File: src/design/nbwp_pkg.sv
package nbwp_pkg;

  // Register indices on the plain register port
  localparam logic [3:0] NBWP_OFS_GUARD  = 4'h0;
  localparam logic [3:0] NBWP_OFS_PFLASH = 4'h1;
  localparam logic [3:0] NBWP_OFS_STATUS = 4'h2;
  localparam logic [3:0] NBWP_OFS_MASK   = 4'h3;
  localparam logic [3:0] NBWP_OFS_ERRCFG = 4'h4;

  // Guard register field positions
  localparam int NBWP_BIT_OPEN = 7;
  localparam int NBWP_BIT_DIS  = 3;
  localparam logic [7:0] NBWP_RNV_MASK  = 8'h70;
  localparam logic [7:0] NBWP_DBE_VALUE = 8'h7F;

  // Protected range end and granule
  localparam logic [22:0] NBWP_RANGE_END = 23'h13FFFF;
  localparam logic [22:0] NBWP_GRANULE   = 23'h000040;

  // Status bit positions
  localparam int NBWP_ST_VIOL = 0;
  localparam int NBWP_ST_REJ  = 1;

  // Error configuration: violation interrupt enable position
  localparam int NBWP_BIT_VIOL_IE = 4;

  // Reset scenario lets any first setting through
  localparam logic [2:0] NBWP_SCEN_RST = 3'h7;

  // Scenario transition table: bit t of row f is 1 when f -> t is allowed
  localparam logic [7:0] NBWP_ALLOW [8] = '{
    8'h0F, 8'h0A, 8'h0C, 8'h08, 8'h18, 8'h3C, 8'h5A, 8'hFF};

  // Buffer write request from a bus master
  typedef struct packed {
    logic        valid;
    logic [22:0] addr;
    logic        in_eee;
    logic [7:0]  data;
  } nbwp_wreq_t;

  // Reset-time load of the guard byte
  typedef struct packed {
    logic       valid;
    logic       dbe;
    logic [7:0] byte_val;
  } nbwp_nvload_t;

endpackage

File: src/design/nbwp_guard.sv
// Operation
// - Scenarios 1,2,3 only add protection
// - Scenarios 4-7 transition per allowed table
// - Disallowed scenario write ignored, current shown
// - Reserved bits 6..4 read only
// - Open and disable bits only clear
// - Size code writable only while disabled
// - Open bit clear blocks whole partition
// - Disable bit clear enforces protected range
// - Range ends 0x13FFFF, 64*(code+1) bytes
// - Guard byte loaded from nonvolatile at reset
// - Double-bit error leaves partition fully protected
// - Protected write rejected, violation flag set
// - User partition writes never blocked
// - Flag with enable requests interrupt
//
// The strobed register port and the register addresses were chosen for this implementation.
`timescale 1ns/10ps
`default_nettype none

module nbwp_guard
  import nbwp_pkg::*;
(
  // Clock and reset
  input  wire logic                 clk_sys,
  input  wire logic                 reset_n,
  // Reset-time nonvolatile load
  input  wire nbwp_pkg::nbwp_nvload_t nv_load,
  // Buffer RAM write path
  input  wire nbwp_pkg::nbwp_wreq_t wreq,
  output logic                      wr_grant,
  // Register port
  input  wire logic [3:0]           reg_addr,
  input  wire logic [7:0]           reg_wdata,
  input  wire logic                 reg_wr,
  input  wire logic                 reg_rd,
  output logic [7:0]                reg_rdata,
  // Interrupt and protection view
  output logic                      irq,
  output logic [2:0]                pflash_scenario
);
  import nbwp_pkg::*;

  logic [7:0]  guard_q;
  logic [2:0]  scen_q;
  logic [1:0]  status_q;
  logic [1:0]  mask_q;
  logic        viol_ie_q;
  logic [7:0]  rdata_q;
  logic [22:0] range_lo;
  logic        in_range;
  logic        blocked;
  logic        reject_scen;
  logic        wr_guard;
  logic        wr_scen;
  logic [22:0] chk_lo;
  logic        chk_live;

  ////////////////////////////////////////////////////////////////////////////
  // Write protection check

  // Low bound is end minus size plus one
  // range size
  assign range_lo = NBWP_RANGE_END - (NBWP_GRANULE * {20'h00000, guard_q[2:0]})
                    - NBWP_GRANULE + 23'h000001;
  assign in_range = (wreq.addr >= range_lo) && (wreq.addr <= NBWP_RANGE_END);

  // combinational check, gates the RAM strobe this cycle
  // open bit clear blocks all; range applies when disable clear
  assign blocked = wreq.valid && wreq.in_eee &&
                   (!guard_q[NBWP_BIT_OPEN] || (!guard_q[NBWP_BIT_DIS] && in_range));
  assign wr_grant = wreq.valid && !blocked;

  ////////////////////////////////////////////////////////////////////////////
  // Guard register

  assign wr_guard = reg_wr && (reg_addr == NBWP_OFS_GUARD);

  // Reset value is fully protected until the nonvolatile byte lands
  always_ff @(posedge clk_sys) begin
    if (!reset_n) begin
      guard_q <= NBWP_DBE_VALUE;
    end else if (nv_load.valid) begin
      // load from nonvolatile byte; double-bit error forces protection
      guard_q <= nv_load.dbe ? NBWP_DBE_VALUE : nv_load.byte_val;
    end else if (wr_guard) begin
      guard_q[NBWP_BIT_OPEN] <= guard_q[NBWP_BIT_OPEN] & reg_wdata[NBWP_BIT_OPEN];
      guard_q[NBWP_BIT_DIS]  <= guard_q[NBWP_BIT_DIS] & reg_wdata[NBWP_BIT_DIS];
      // size locked once disable has cleared
      if (guard_q[NBWP_BIT_DIS]) begin
        guard_q[2:0] <= reg_wdata[2:0];
      end
    end
  end

  ////////////////////////////////////////////////////////////////////////////
  // Program flash scenario register

  assign wr_scen = reg_wr && (reg_addr == NBWP_OFS_PFLASH);
  // table lookup; same table; code from low field
  assign reject_scen = wr_scen && !NBWP_ALLOW[scen_q][reg_wdata[2:0]];

  // Starts at scenario 7 so any first setting is reachable
  always_ff @(posedge clk_sys) begin
    if (!reset_n) begin
      scen_q <= NBWP_SCEN_RST;
    end else if (wr_scen && !reject_scen) begin
      scen_q <= reg_wdata[2:0];
    end
  end
  assign pflash_scenario = scen_q;

  ////////////////////////////////////////////////////////////////////////////
  // Status, mask and enable

  // Set wins over write-one-to-clear
  always_ff @(posedge clk_sys) begin
    if (!reset_n) begin
      status_q <= 2'h0;
    end else begin
      status_q[NBWP_ST_VIOL] <= blocked ||
        (status_q[NBWP_ST_VIOL] &&
         !(reg_wr && reg_addr == NBWP_OFS_STATUS && reg_wdata[NBWP_ST_VIOL]));
      status_q[NBWP_ST_REJ] <= reject_scen ||
        (status_q[NBWP_ST_REJ] &&
         !(reg_wr && reg_addr == NBWP_OFS_STATUS && reg_wdata[NBWP_ST_REJ]));
    end
  end

  always_ff @(posedge clk_sys) begin
    if (!reset_n) begin
      mask_q <= 2'h0;
    end else if (reg_wr && reg_addr == NBWP_OFS_MASK) begin
      mask_q <= reg_wdata[1:0];
    end
  end

  always_ff @(posedge clk_sys) begin
    if (!reset_n) begin
      viol_ie_q <= 1'b0;
    end else if (reg_wr && reg_addr == NBWP_OFS_ERRCFG) begin
      viol_ie_q <= reg_wdata[NBWP_BIT_VIOL_IE];
    end
  end

  // violation with enable or its mask bit, or reject with its mask bit
  assign irq = (status_q[NBWP_ST_VIOL] && (viol_ie_q || mask_q[NBWP_ST_VIOL])) ||
               (status_q[NBWP_ST_REJ] && mask_q[NBWP_ST_REJ]);

  ////////////////////////////////////////////////////////////////////////////
  // Read data, one cycle after the strobe

  always_ff @(posedge clk_sys) begin
    if (!reset_n) begin
      rdata_q <= 8'h00;
    end else if (reg_rd) begin
      unique case (reg_addr)
        NBWP_OFS_GUARD:  rdata_q <= guard_q;
        NBWP_OFS_PFLASH: rdata_q <= {5'h00, scen_q};
        NBWP_OFS_STATUS: rdata_q <= {6'h00, status_q};
        NBWP_OFS_MASK:   rdata_q <= {6'h00, mask_q};
        NBWP_OFS_ERRCFG: rdata_q <= {3'h0, viol_ie_q, 4'h0};
        default:         rdata_q <= 8'h00; // Unmapped reads zero
      endcase
    end else begin
      rdata_q <= 8'h00;
    end
  end
  assign reg_rdata = rdata_q;

  ////////////////////////////////////////////////////////////////////////////
  // Checks

  // Checks restate the range as end minus (code*64 + 63), not the design's sum
  assign chk_lo   = NBWP_RANGE_END - {14'h0000, guard_q[2:0], 6'h3F};
  // Range checks only mean something while the partition is open and guarded
  assign chk_live = wreq.valid && wreq.in_eee && guard_q[NBWP_BIT_OPEN] &&
                    !guard_q[NBWP_BIT_DIS];

  chk_closed_blocks: assert property (@(posedge clk_sys) disable iff (!reset_n)
    (wreq.valid && wreq.in_eee && !guard_q[NBWP_BIT_OPEN]) |-> !wr_grant)
    else $error("closed partition granted write");

  chk_user_never: assert property (@(posedge clk_sys) disable iff (!reset_n)
    (wreq.valid && !wreq.in_eee) |-> wr_grant)
    else $error("user partition write blocked");

  chk_viol_sets: assert property (@(posedge clk_sys) disable iff (!reset_n)
    (wreq.valid && !wr_grant) |=> status_q[NBWP_ST_VIOL])
    else $error("violation flag not set");

  chk_range_top: assert property (@(posedge clk_sys) disable iff (!reset_n)
    (wreq.valid && wreq.in_eee && guard_q[NBWP_BIT_OPEN] && !guard_q[NBWP_BIT_DIS]
     && wreq.addr == NBWP_RANGE_END) |-> !wr_grant)
    else $error("range end not protected");

  chk_range_free: assert property (@(posedge clk_sys) disable iff (!reset_n)
    (wreq.valid && wreq.in_eee && guard_q[NBWP_BIT_OPEN] && guard_q[NBWP_BIT_DIS])
    |-> wr_grant)
    else $error("range disabled but write blocked");

  chk_open_noset: assert property (@(posedge clk_sys) disable iff (!reset_n)
    (!guard_q[NBWP_BIT_OPEN] && !nv_load.valid) |=> !guard_q[NBWP_BIT_OPEN])
    else $error("open bit set by write");

  chk_size_lock: assert property (@(posedge clk_sys) disable iff (!reset_n)
    (!guard_q[NBWP_BIT_DIS] && !nv_load.valid) |=> $stable(guard_q[2:0]))
    else $error("size changed while locked");

  chk_rnv_ro: assert property (@(posedge clk_sys) disable iff (!reset_n)
    (wr_guard && !nv_load.valid) |=> $stable(guard_q[6:4]))
    else $error("reserved bits written");

  chk_dbe_load: assert property (@(posedge clk_sys) disable iff (!reset_n)
    (nv_load.valid && nv_load.dbe) |=> guard_q == NBWP_DBE_VALUE)
    else $error("double-bit load not protective");

  chk_scen_keep: assert property (@(posedge clk_sys) disable iff (!reset_n)
    reject_scen |=> $stable(scen_q))
    else $error("rejected scenario taken");

  chk_scen_three: assert property (@(posedge clk_sys) disable iff (!reset_n)
    (scen_q == 3'h3) |=> (scen_q == 3'h3))
    else $error("scenario 3 left");

  chk_irq_viol: assert property (@(posedge clk_sys) disable iff (!reset_n)
    (status_q[NBWP_ST_VIOL] && viol_ie_q) |-> irq)
    else $error("violation interrupt missing");

  // Write path: both sides of the range's low edge, user writes and the grant gate
  chk_range_low: assert property (@(posedge clk_sys) disable iff (!reset_n)
    (chk_live && wreq.addr == chk_lo) |-> !wr_grant)
    else $error("range low end not protected");

  chk_range_below: assert property (@(posedge clk_sys) disable iff (!reset_n)
    (chk_live && wreq.addr == chk_lo - 23'h000001) |-> wr_grant)
    else $error("write below range blocked");

  chk_user_noflag: assert property (@(posedge clk_sys) disable iff (!reset_n)
    (wreq.valid && !wreq.in_eee) |-> !blocked)
    else $error("user partition write flagged");

  chk_blocked_gate: assert property (@(posedge clk_sys) disable iff (!reset_n)
    blocked |-> !wr_grant)
    else $error("blocked write reached buffer");

  // Guard register: disable bit that only moves toward protection, and the nonvolatile load
  chk_dis_noset: assert property (@(posedge clk_sys) disable iff (!reset_n)
    (!guard_q[NBWP_BIT_DIS] && !nv_load.valid) |=> !guard_q[NBWP_BIT_DIS])
    else $error("disable bit set by write");

  chk_load_byte: assert property (@(posedge clk_sys) disable iff (!reset_n)
    (nv_load.valid && !nv_load.dbe) |=> guard_q == $past(nv_load.byte_val))
    else $error("guard byte not loaded");

  // Scenario table, one row per check; the reset row allows anything
  chk_scen_zero: assert property (@(posedge clk_sys) disable iff (!reset_n)
    (scen_q == 3'h0) |=> (scen_q <= 3'h3))
    else $error("scenario 0 left illegally");

  chk_scen_one: assert property (@(posedge clk_sys) disable iff (!reset_n)
    (scen_q == 3'h1) |=> (scen_q == 3'h1 || scen_q == 3'h3))
    else $error("scenario 1 left illegally");

  chk_scen_two: assert property (@(posedge clk_sys) disable iff (!reset_n)
    (scen_q == 3'h2) |=> (scen_q == 3'h2 || scen_q == 3'h3))
    else $error("scenario 2 left illegally");

  chk_scen_four: assert property (@(posedge clk_sys) disable iff (!reset_n)
    (scen_q == 3'h4) |=> (scen_q == 3'h3 || scen_q == 3'h4))
    else $error("scenario 4 left illegally");

  chk_scen_five: assert property (@(posedge clk_sys) disable iff (!reset_n)
    (scen_q == 3'h5) |=> (scen_q >= 3'h2 && scen_q <= 3'h5))
    else $error("scenario 5 left illegally");

  chk_scen_six: assert property (@(posedge clk_sys) disable iff (!reset_n)
    (scen_q == 3'h6) |=> (scen_q inside {3'h1, 3'h3, 3'h4, 3'h6}))
    else $error("scenario 6 left illegally");

  // Reject flag and interrupt masking
  chk_rej_flag: assert property (@(posedge clk_sys) disable iff (!reset_n)
    reject_scen |=> status_q[NBWP_ST_REJ])
    else $error("reject flag not set");

  chk_irq_mask: assert property (@(posedge clk_sys) disable iff (!reset_n)
    (status_q[NBWP_ST_REJ] && mask_q[NBWP_ST_REJ]) |-> irq)
    else $error("reject interrupt missing");

  chk_irq_quiet: assert property (@(posedge clk_sys) disable iff (!reset_n)
    (status_q == 2'h0) |-> !irq)
    else $error("interrupt without a flag");

  // Main scenarios
  cov_blocked: cover property (@(posedge clk_sys) disable iff (!reset_n) blocked);
  cov_rejected: cover property (@(posedge clk_sys) disable iff (!reset_n) reject_scen);
  cov_irq: cover property (@(posedge clk_sys) disable iff (!reset_n) $rose(irq));
  cov_dbe_load: cover property (@(posedge clk_sys) disable iff (!reset_n)
    nv_load.valid && nv_load.dbe);
  cov_range_hit: cover property (@(posedge clk_sys) disable iff (!reset_n)
    blocked && guard_q[NBWP_BIT_OPEN]);

endmodule

`default_nettype wire

File: config.mk
export PLATFORM = sky130hd
export DESIGN_NAME = nbwp_guard
export DESIGN_NICKNAME = d
export VERILOG_FILES = /design/src/design/nbwp_pkg.sv /design/src/design/nbwp_guard.sv
export SDC_FILE = /design/constraint.sdc
export NUM_CORES = 1
export LEC_CHECK = 0
export ABC_CLOCK_PERIOD_IN_PS = 2800
export BUFFER_PORTS_ARGS = -buffer_cell sky130_fd_sc_hd__buf_2
export CAP_MARGIN = 5
export CORE_AREA = 4 4 56 58
export CTS_BUF_LIST = sky130_fd_sc_hd__clkbuf_2 sky130_fd_sc_hd__clkbuf_4 sky130_fd_sc_hd__clkbuf_8
export DETAILED_ROUTE_END_ITERATION = 8
export DIE_AREA = 0 0 60 62
export GPL_TIMING_DRIVEN = 0
export HOLD_SLACK_MARGIN = 0.1
export PLACE_DENSITY_LB_ADDON = 0.05
export SYNTH_ARGS = -nofsm -noshare
export SYNTH_HDL_FRONTEND = slang
export SYNTH_SLANG_ARGS = --single-unit
export TNS_END_PERCENT = 10
File: constraint.sdc
create_clock -name clk_sys -period 2.8 [get_ports clk_sys]
set_clock_uncertainty 0.2 [all_clocks]
set_input_delay 0.28 -clock clk_sys [delete_from_list [all_inputs] [get_ports clk_sys]]
set_output_delay 0.28 -clock clk_sys [all_outputs]
set_load 0.02 [all_outputs]
==> results.md, run 1 <==
* Outcome: finished, final reports clean
* Placement row count at 19
* CTS root buf: clkbuf_4
* Worst path arrival time at between 2000 and 2500 ps
* Type of the worst min-delay path: in -> reg
* Seq. cell area at 480 sq um
* Worst rel slew slack at 0.655
* Reg clk slew, reported paths at approximately 130 ps
* Total gr overflow at 0
* Post-CTS setup buffers at 0
* Slowest CP cell: o41ai_1
* Io pins at 72
* Multi-input logic area at between 700 and 800 sq um
* TritonCTS clock tree: yes
* Clk sink count at 24
* Placed instance area at 0.00156 sq mm
* Required time worst endpoint at 2320 ps
* Max-cap violations at 0
* Clock insertion delay at the later pin of the skew report at 310 ps
* DRT Pass-1 Iters at 4
* Port Buf Inserts at 51
* Final setup margin at about 240 ps
* Synthesis Warnings at 0
* Avg Vias per Cell at 5.37
* Die width at 60 microns
* Count of non-filler cells in the finished layout at about 230
* DP Worst Slack at between 500 and 600 ps
* Fin crit period at between 2000 and 3000 ps
* Flops & latches, synth at 24
* Synth cell types at 42
* CP startpoint kind: flop
* Initial antenna violation count at 0
* FFs w/ async S/R, synth at 0
* # diodes at 0
* Count leader, synth: dfxtp_1
* Vias in the first global route at between 1,000 and 1,500
* Synthesized cell area at about 0.0013 sq mm
* Critical path cell sequence: ha_1 -> o211a_1 -> a211oi_1 -> o41ai_1 -> a21boi_0 -> buf_2
* Final Hold Fails at 0
* DR iter-0 viols at 35
* First-pass GRT wire length at between 5000 and 6000 microns
* Placed cells at ~210
* Worst VDD drop at between 0.0003 and 0.0004 V
* Die Y at just over 60 microns
* Top post-synthesis cells by count: 24 x dfxtp_1, 9 x mux2i_1, 8 x nand2_1
* CP Capture Type: output port
* Final setup viols at 0
* Layout filler cell count at 242
* Synth area leader: dfxtp_1
* Setup TNS at 0 ps
* Dpl hpwl at around 2500 microns
* Fmax achieved at about 390 MHz
* Critical path fanouts, max at 3
* Placer Congestion at roughly 0.77
* Synth top area share at 0.379
* Setup CP Type: reg -> out
* Synth top area cells: dfxtp_1 38%, mux2i_1 7.1%, ha_1 4.9%
* CTS buffer count at 3
* DR DRC count at 0
* Slew Limit Fails at 0
* Post-route cell area at 0.00179 sq mm
* Largest net degree at the start of global routing at 15
* Worst-margin pin slew at 510 ps
* Worst path max stage delay at roughly 550 ps
* Total power at between 700 and 800 uW
* Initial Util at 0.477
* GR Util All Layers at 0.187
* Antenna-violating nets left at 0
* Final WL at between 3000 and 4000 microns
* Maximum root-to-sink buffer count at 2
* Htree depth at 1
* Routed WL per cell at between 10 and 15 microns
* Post-Synthesis Cells at between 100 and 150
* Synthesis-to-finish area growth at 40.7%
* Leakage power at 0.000821 uW
* Crit share post-route at 0.913
* Layout cell share with drive strength beyond 1 at 0.337
* Power Dens Cells at 408 mW/mm^2
* Sequential area share after synthesis at 0.379
* Post-synth EDFFs at 0
* Via count at 1,252
* Total die area at between 0.003 and 0.004 sq mm
* Mapped Nets at 194
* Core area at roughly 0.0027 sq mm
* Mean post-synth cell area at slightly below 10 sq um
* RSZ-0062 raised after global routing: false
* Top FF cell, synth: dfxtp_1
* Nets at ~270
==> routing by layer <==
layer,GRT usage,up-vias,part of all wire
li1,-,622,-
met1,0.227,583,0.40
met2,0.319,41,0.50
met3,0.0413,6,0.077
met4,0.0823,0,0.019
met5,0,-,0
==> through the flow <==
| stage | hold WS [ps] | utilization |
|---|---|---|
| after global routing | 127 | 0.671 |
| final | 133 | 0.671 |
| after global placement | 241 | 0.587 |
| after floorplan | 206 | - |
| after detailed placement | 251 | 0.587 |
| after CTS | 120 | 0.671 |
==> flip-flops by register name, indices dropped and copies added, names as in the netlist <==
| register | cells |
|---|---|
| status_q | 2 |
| guard_q | 8 |
| mask_q | 2 |
| pflash_scenario | 3 |
| viol_ie_q | 1 |
| reg_rdata | 8 |
==> cell families after synthesis <==
| logic type | after synthesis | synth area share |
|---|---|---|
| multiplexers | 12 | 0.115 |
| AO/OA/AOI/OAI | 26 | 0.149 |
| buffers and inverters | 8 | 0.0414 |
| adder cells (fa/ha/maj) | 5 | 0.0493 |
| flip-flops | 24 | 0.379 |
| AND/OR/NAND/NOR | 55 | 0.266 |
==> layout by cell type, fill, tap and decap left out, types with 3 or more instances in the layout <==
cell / n
a21oi_1: 4
and2_1: 6
and2b_1: 4
buf_2: 51
buf_6: 3
clkbuf_1: 3
clkbuf_4: 3
dfxtp_1: 24
dlygate4sd3_1: 17
ha_1: 5
mux2i_1: 9
nand2_1: 8
nand3_1: 5
nor2_1: 6
nor2b_1: 7
nor3_1: 4
nor3b_1: 3
o21ai_0: 4
o22ai_1: 4
==> where the power goes <==
part           switching [uW]  internal (uW)  total, uW
Combinational            53.8           69.3        123
Clock                     103            145        248
Sequential               6.49            350        357
Total                     164            564        728
==> critical path: cells and delay by family, from the launching register on <==
family	cells	cell delay [ps]
AO/OA/AOI/OAI	4	920
adder cells (fa/ha/maj)	1	290
flip-flops	1	370
buffers and inverters	1	190
==> layout make-up <==
type / count / area share
Clock buffer: 3 / 0.0126
Buffer: 6 / 0.0252
Multi-Input combinational cell: 98 / 0.412
Timing Repair Buffer: 68 / 0.238
Sequential cell: 24 / 0.269
Tap cell: 31 / 0.0217
Inverter: 2 / 0.00420
Clock inverter: 1 / 0.0168
==> timing repair <==
item | in CTS | in global routing
hold endpoints to repair | 13 | 0
hold buffers | 17 | 0
gates resized for setup | 0 | 0
==> final timing paths <==
kind / depth (start not counted) / start / endpoint / slack, ps
min reg2reg: 1 / guard_q[6]$_SDFFE_PN1P_ / reg_rdata[6]$_SDFF_PN0_ / 280
max reg2reg: 6 / guard_q[1]$_SDFFE_PN1P_ / status_q[0]$_SDFF_PN0_ / 800
max: 6 / guard_q[1]$_SDFFE_PN1P_ / wr_grant / 240
min: 3 / wreq[8] / status_q[0]$_SDFF_PN0_ / 130
Note: power is estimated with default switching activity, not from simulation.
==> run 2: changes to the inputs <==
CELL_PAD_IN_SITES_DETAIL_PLACEMENT = 1   (was default)
CELL_PAD_IN_SITES_GLOBAL_PLACEMENT = 1   (was default)
CORE_AREA = 4 4 66 68   (was 4 4 56 58)
DIE_AREA = 0 0 70 72   (was 0 0 60 62)
==> run 2 against run 1 <==
Routed wire length grew 14%. Register-to-register slack gained 50 ps. Clock power grew 24%. Sequential share of layout area grew 0.27 points. Non-clock buffer count shrank 6. Hold slack lost 19 ps. Worst setup slack gained 160 ps. Fmax grew 6.6%. Largest cell class unchanged. Count of clock-buffer cells in the layout is the same. Highest routed layer unchanged. Total power grew 7.6%. Final area shrank 0.98%.
==> results.md, run 2 (synthesis results as in run 1) <==
* Outcome: finished, final reports clean
* Initial antenna violation count at 0 (unchanged)
* R2r startpoint: guard_q[0]$_SDFFE_PN1P_
* Crit share post-route at 0.857 (-0.0567)
* Reg-to-reg slack, setup at 850 ps (+50 ps)
* Vias in the first global route at 1,318 (+11%)
* Fin crit period at 2400 ps (-159 ps)
* TritonCTS clock tree: yes
* FF-to-FF End: status_q[0]$_SDFF_PN0_
* Routed WL per cell at 15.0 microns (+7.7%)
* Die Y at 72 microns (+16%)
* Largest net degree at the start of global routing at 15 (unchanged)
* Clock insertion delay at the later pin of the skew report at 270 ps (-40 ps)
* Most frequent cells in the layout: 51 x buf_2, 24 x dfxtp_1, 11 x dlygate4sd3_1, 9 x mux2i_1, 8 x nand2_1
* DRT Pass-1 Iters at 4 (unchanged)
* Hold path depth at 4 (+1)
* Type of the worst min-delay path: in -> reg
* # diodes at 0 (unchanged)
* CP Capture Type: output port
* Port Buf Inserts at 51 (unchanged)
* Core area at 0.00386 sq mm (+45%)
* Total die area at 0.00504 sq mm (+35%)
* Reg clk slew, reported paths at 90 ps (-40 ps)
* Worst setup startpoint: guard_q[2]$_SDFFE_PN1P_
* Count of non-filler cells in the finished layout at 246 (+5.6%)
* Synthesis-to-finish area growth at 39.3%
* Max-cap violations at 0 (unchanged)
* Die width at 70 microns (+17%)
* Slew Limit Fails at 0 (unchanged)
* Final WL at 3700 microns (+14%)
* Worst rel slew slack at 0.715 (+0.0594)
* Placed cells at 231 (+9.0%)
* Placement row count at 23 (+4)
* Worst path arrival time at 1920 ps (-160 ps)
* Reg2reg path depth at 6 (unchanged)
* Required time worst endpoint at 2320 ps (about the same)
* Dpl hpwl at 2850 microns (+14%)
* RSZ-0062 raised after global routing: false
* Post-CTS setup buffers at 0 (unchanged)
* Setup TNS at 0 ps (unchanged)
* CTS buffer count at 3 (unchanged)
* Leakage power at 0.000808 uW (-1.5%)
* Final Hold Fails at 0 (unchanged)
* Resized Gates After CTS at 0 (unchanged)
* Worst setup path endpoint: wr_grant
* Min Hold Slack at 114 ps (-19.1 ps)
* Htree depth at 1 (unchanged)
* Layout filler cell count at 472 (+95%)
* Worst VDD drop at 0.000359 V (+0.57%)
* Clk sink count at 24 (unchanged)
* Initial Util at 0.329 (-0.147)
* Maximum root-to-sink buffer count at 2 (unchanged)
* Nets at 261 (-2.2%)
* Worst hold start: reg_addr[3]
* Layout cell share with drive strength beyond 1 at 0.347 (+0.0103)
* First-pass GRT wire length at 6470 microns (+23%)
* Io pins at 72 (unchanged)
* GR Util All Layers at 0.159 (-0.0283)
* CP startpoint kind: flop
* Worst-margin pin slew at 428 ps (-82.4 ps)
* Via count at 1,238 (-1.1%)
* Power Dens Cells at 443 mW/mm^2 (+8.7%)
* Fmax achieved at 417 MHz (+6.6%)
* Hold Buf Count CTS at 11 (-6)
* Final setup viols at 0 (unchanged)
* Critical path fanouts, max at 3 (unchanged)
* Setup CP Type: reg -> out
* DR iter-0 viols at 27 (-23%)
* Total gr overflow at 0 (unchanged)
* Placer Congestion at 0.765 (-0.48%)
* Antenna-violating nets left at 0 (unchanged)
* CTS root buf: clkbuf_8
* Most common cell after layout, fill and taps aside: buf_2
* DR DRC count at 0 (unchanged)
* Avg Vias per Cell at 5.03 (-6.3%)
## run 2: changes by cell type in the layout (fill, tap and decap cells not counted), sizes merged
cell	delta
dlygate4sd3	-6
## run 2: worst max-delay path, cell delays in order (launching register included)
cell and delay (ps):
dfxtp_1 350, ha_1 300, o211a_1 140, a211oi_1 50, o41ai_1 470, a21boi_0 170, buf_2 180
## run 2: layout make-up
cell class	instances	area, sq um	area share
timing repair buffer	62	365	0.207
sequential	24	480	0.272
inverter	2	7.51	0.00425
buffer	6	45.0	0.0255
tap	50	62.6	0.0354
multi-input combinational	98	736	0.416
clock inverter	1	30.0	0.0170
clock buffer	3	41.3	0.0234
## run 2: stage by stage
stage / util / worst slack [ps] / cell area, sq um / power, uW
finish: 0.458 / 402 / 1770 / 783
global route: 0.458 / 203 / 1770 / 816
CTS: 0.458 / 364 / 1770 / 793
detailed placement: 0.411 / 656 / 1590 / 473
global placement: 0.411 / 670 / 1590 / 469
floorplan: - / 770 / 1270 / 423
## run 2: how the worst min path moves through the flow
stage                                          to  slack (ps)
final                     reg_rdata[4]$_SDFF_PN0_         110
after global routing      guard_q[2]$_SDFFE_PN1P_         150
after CTS                 reg_rdata[4]$_SDFF_PN0_         110
after detailed placement  reg_rdata[5]$_SDFF_PN0_         260
after global placement    reg_rdata[5]$_SDFF_PN0_         240
after floorplan           reg_rdata[4]$_SDFF_PN0_         210
## run 2: where the power goes
part | internal [uW] | total [uW] | switching [uW]
Clock | 191 | 308 | 117
Sequential | 350 | 357 | 7.14
Combinational | 65.0 | 118 | 53.1
Total | 606 | 783 | 177
## run 2: layer usage
metal,routed length (microns),part of all wire,global-route usage
met3,318,0.086,0.0443
met5,0,0,0
met2,1820,0.49,0.286
met4,27,0.0073,0.0383
met1,1530,0.41,0.188
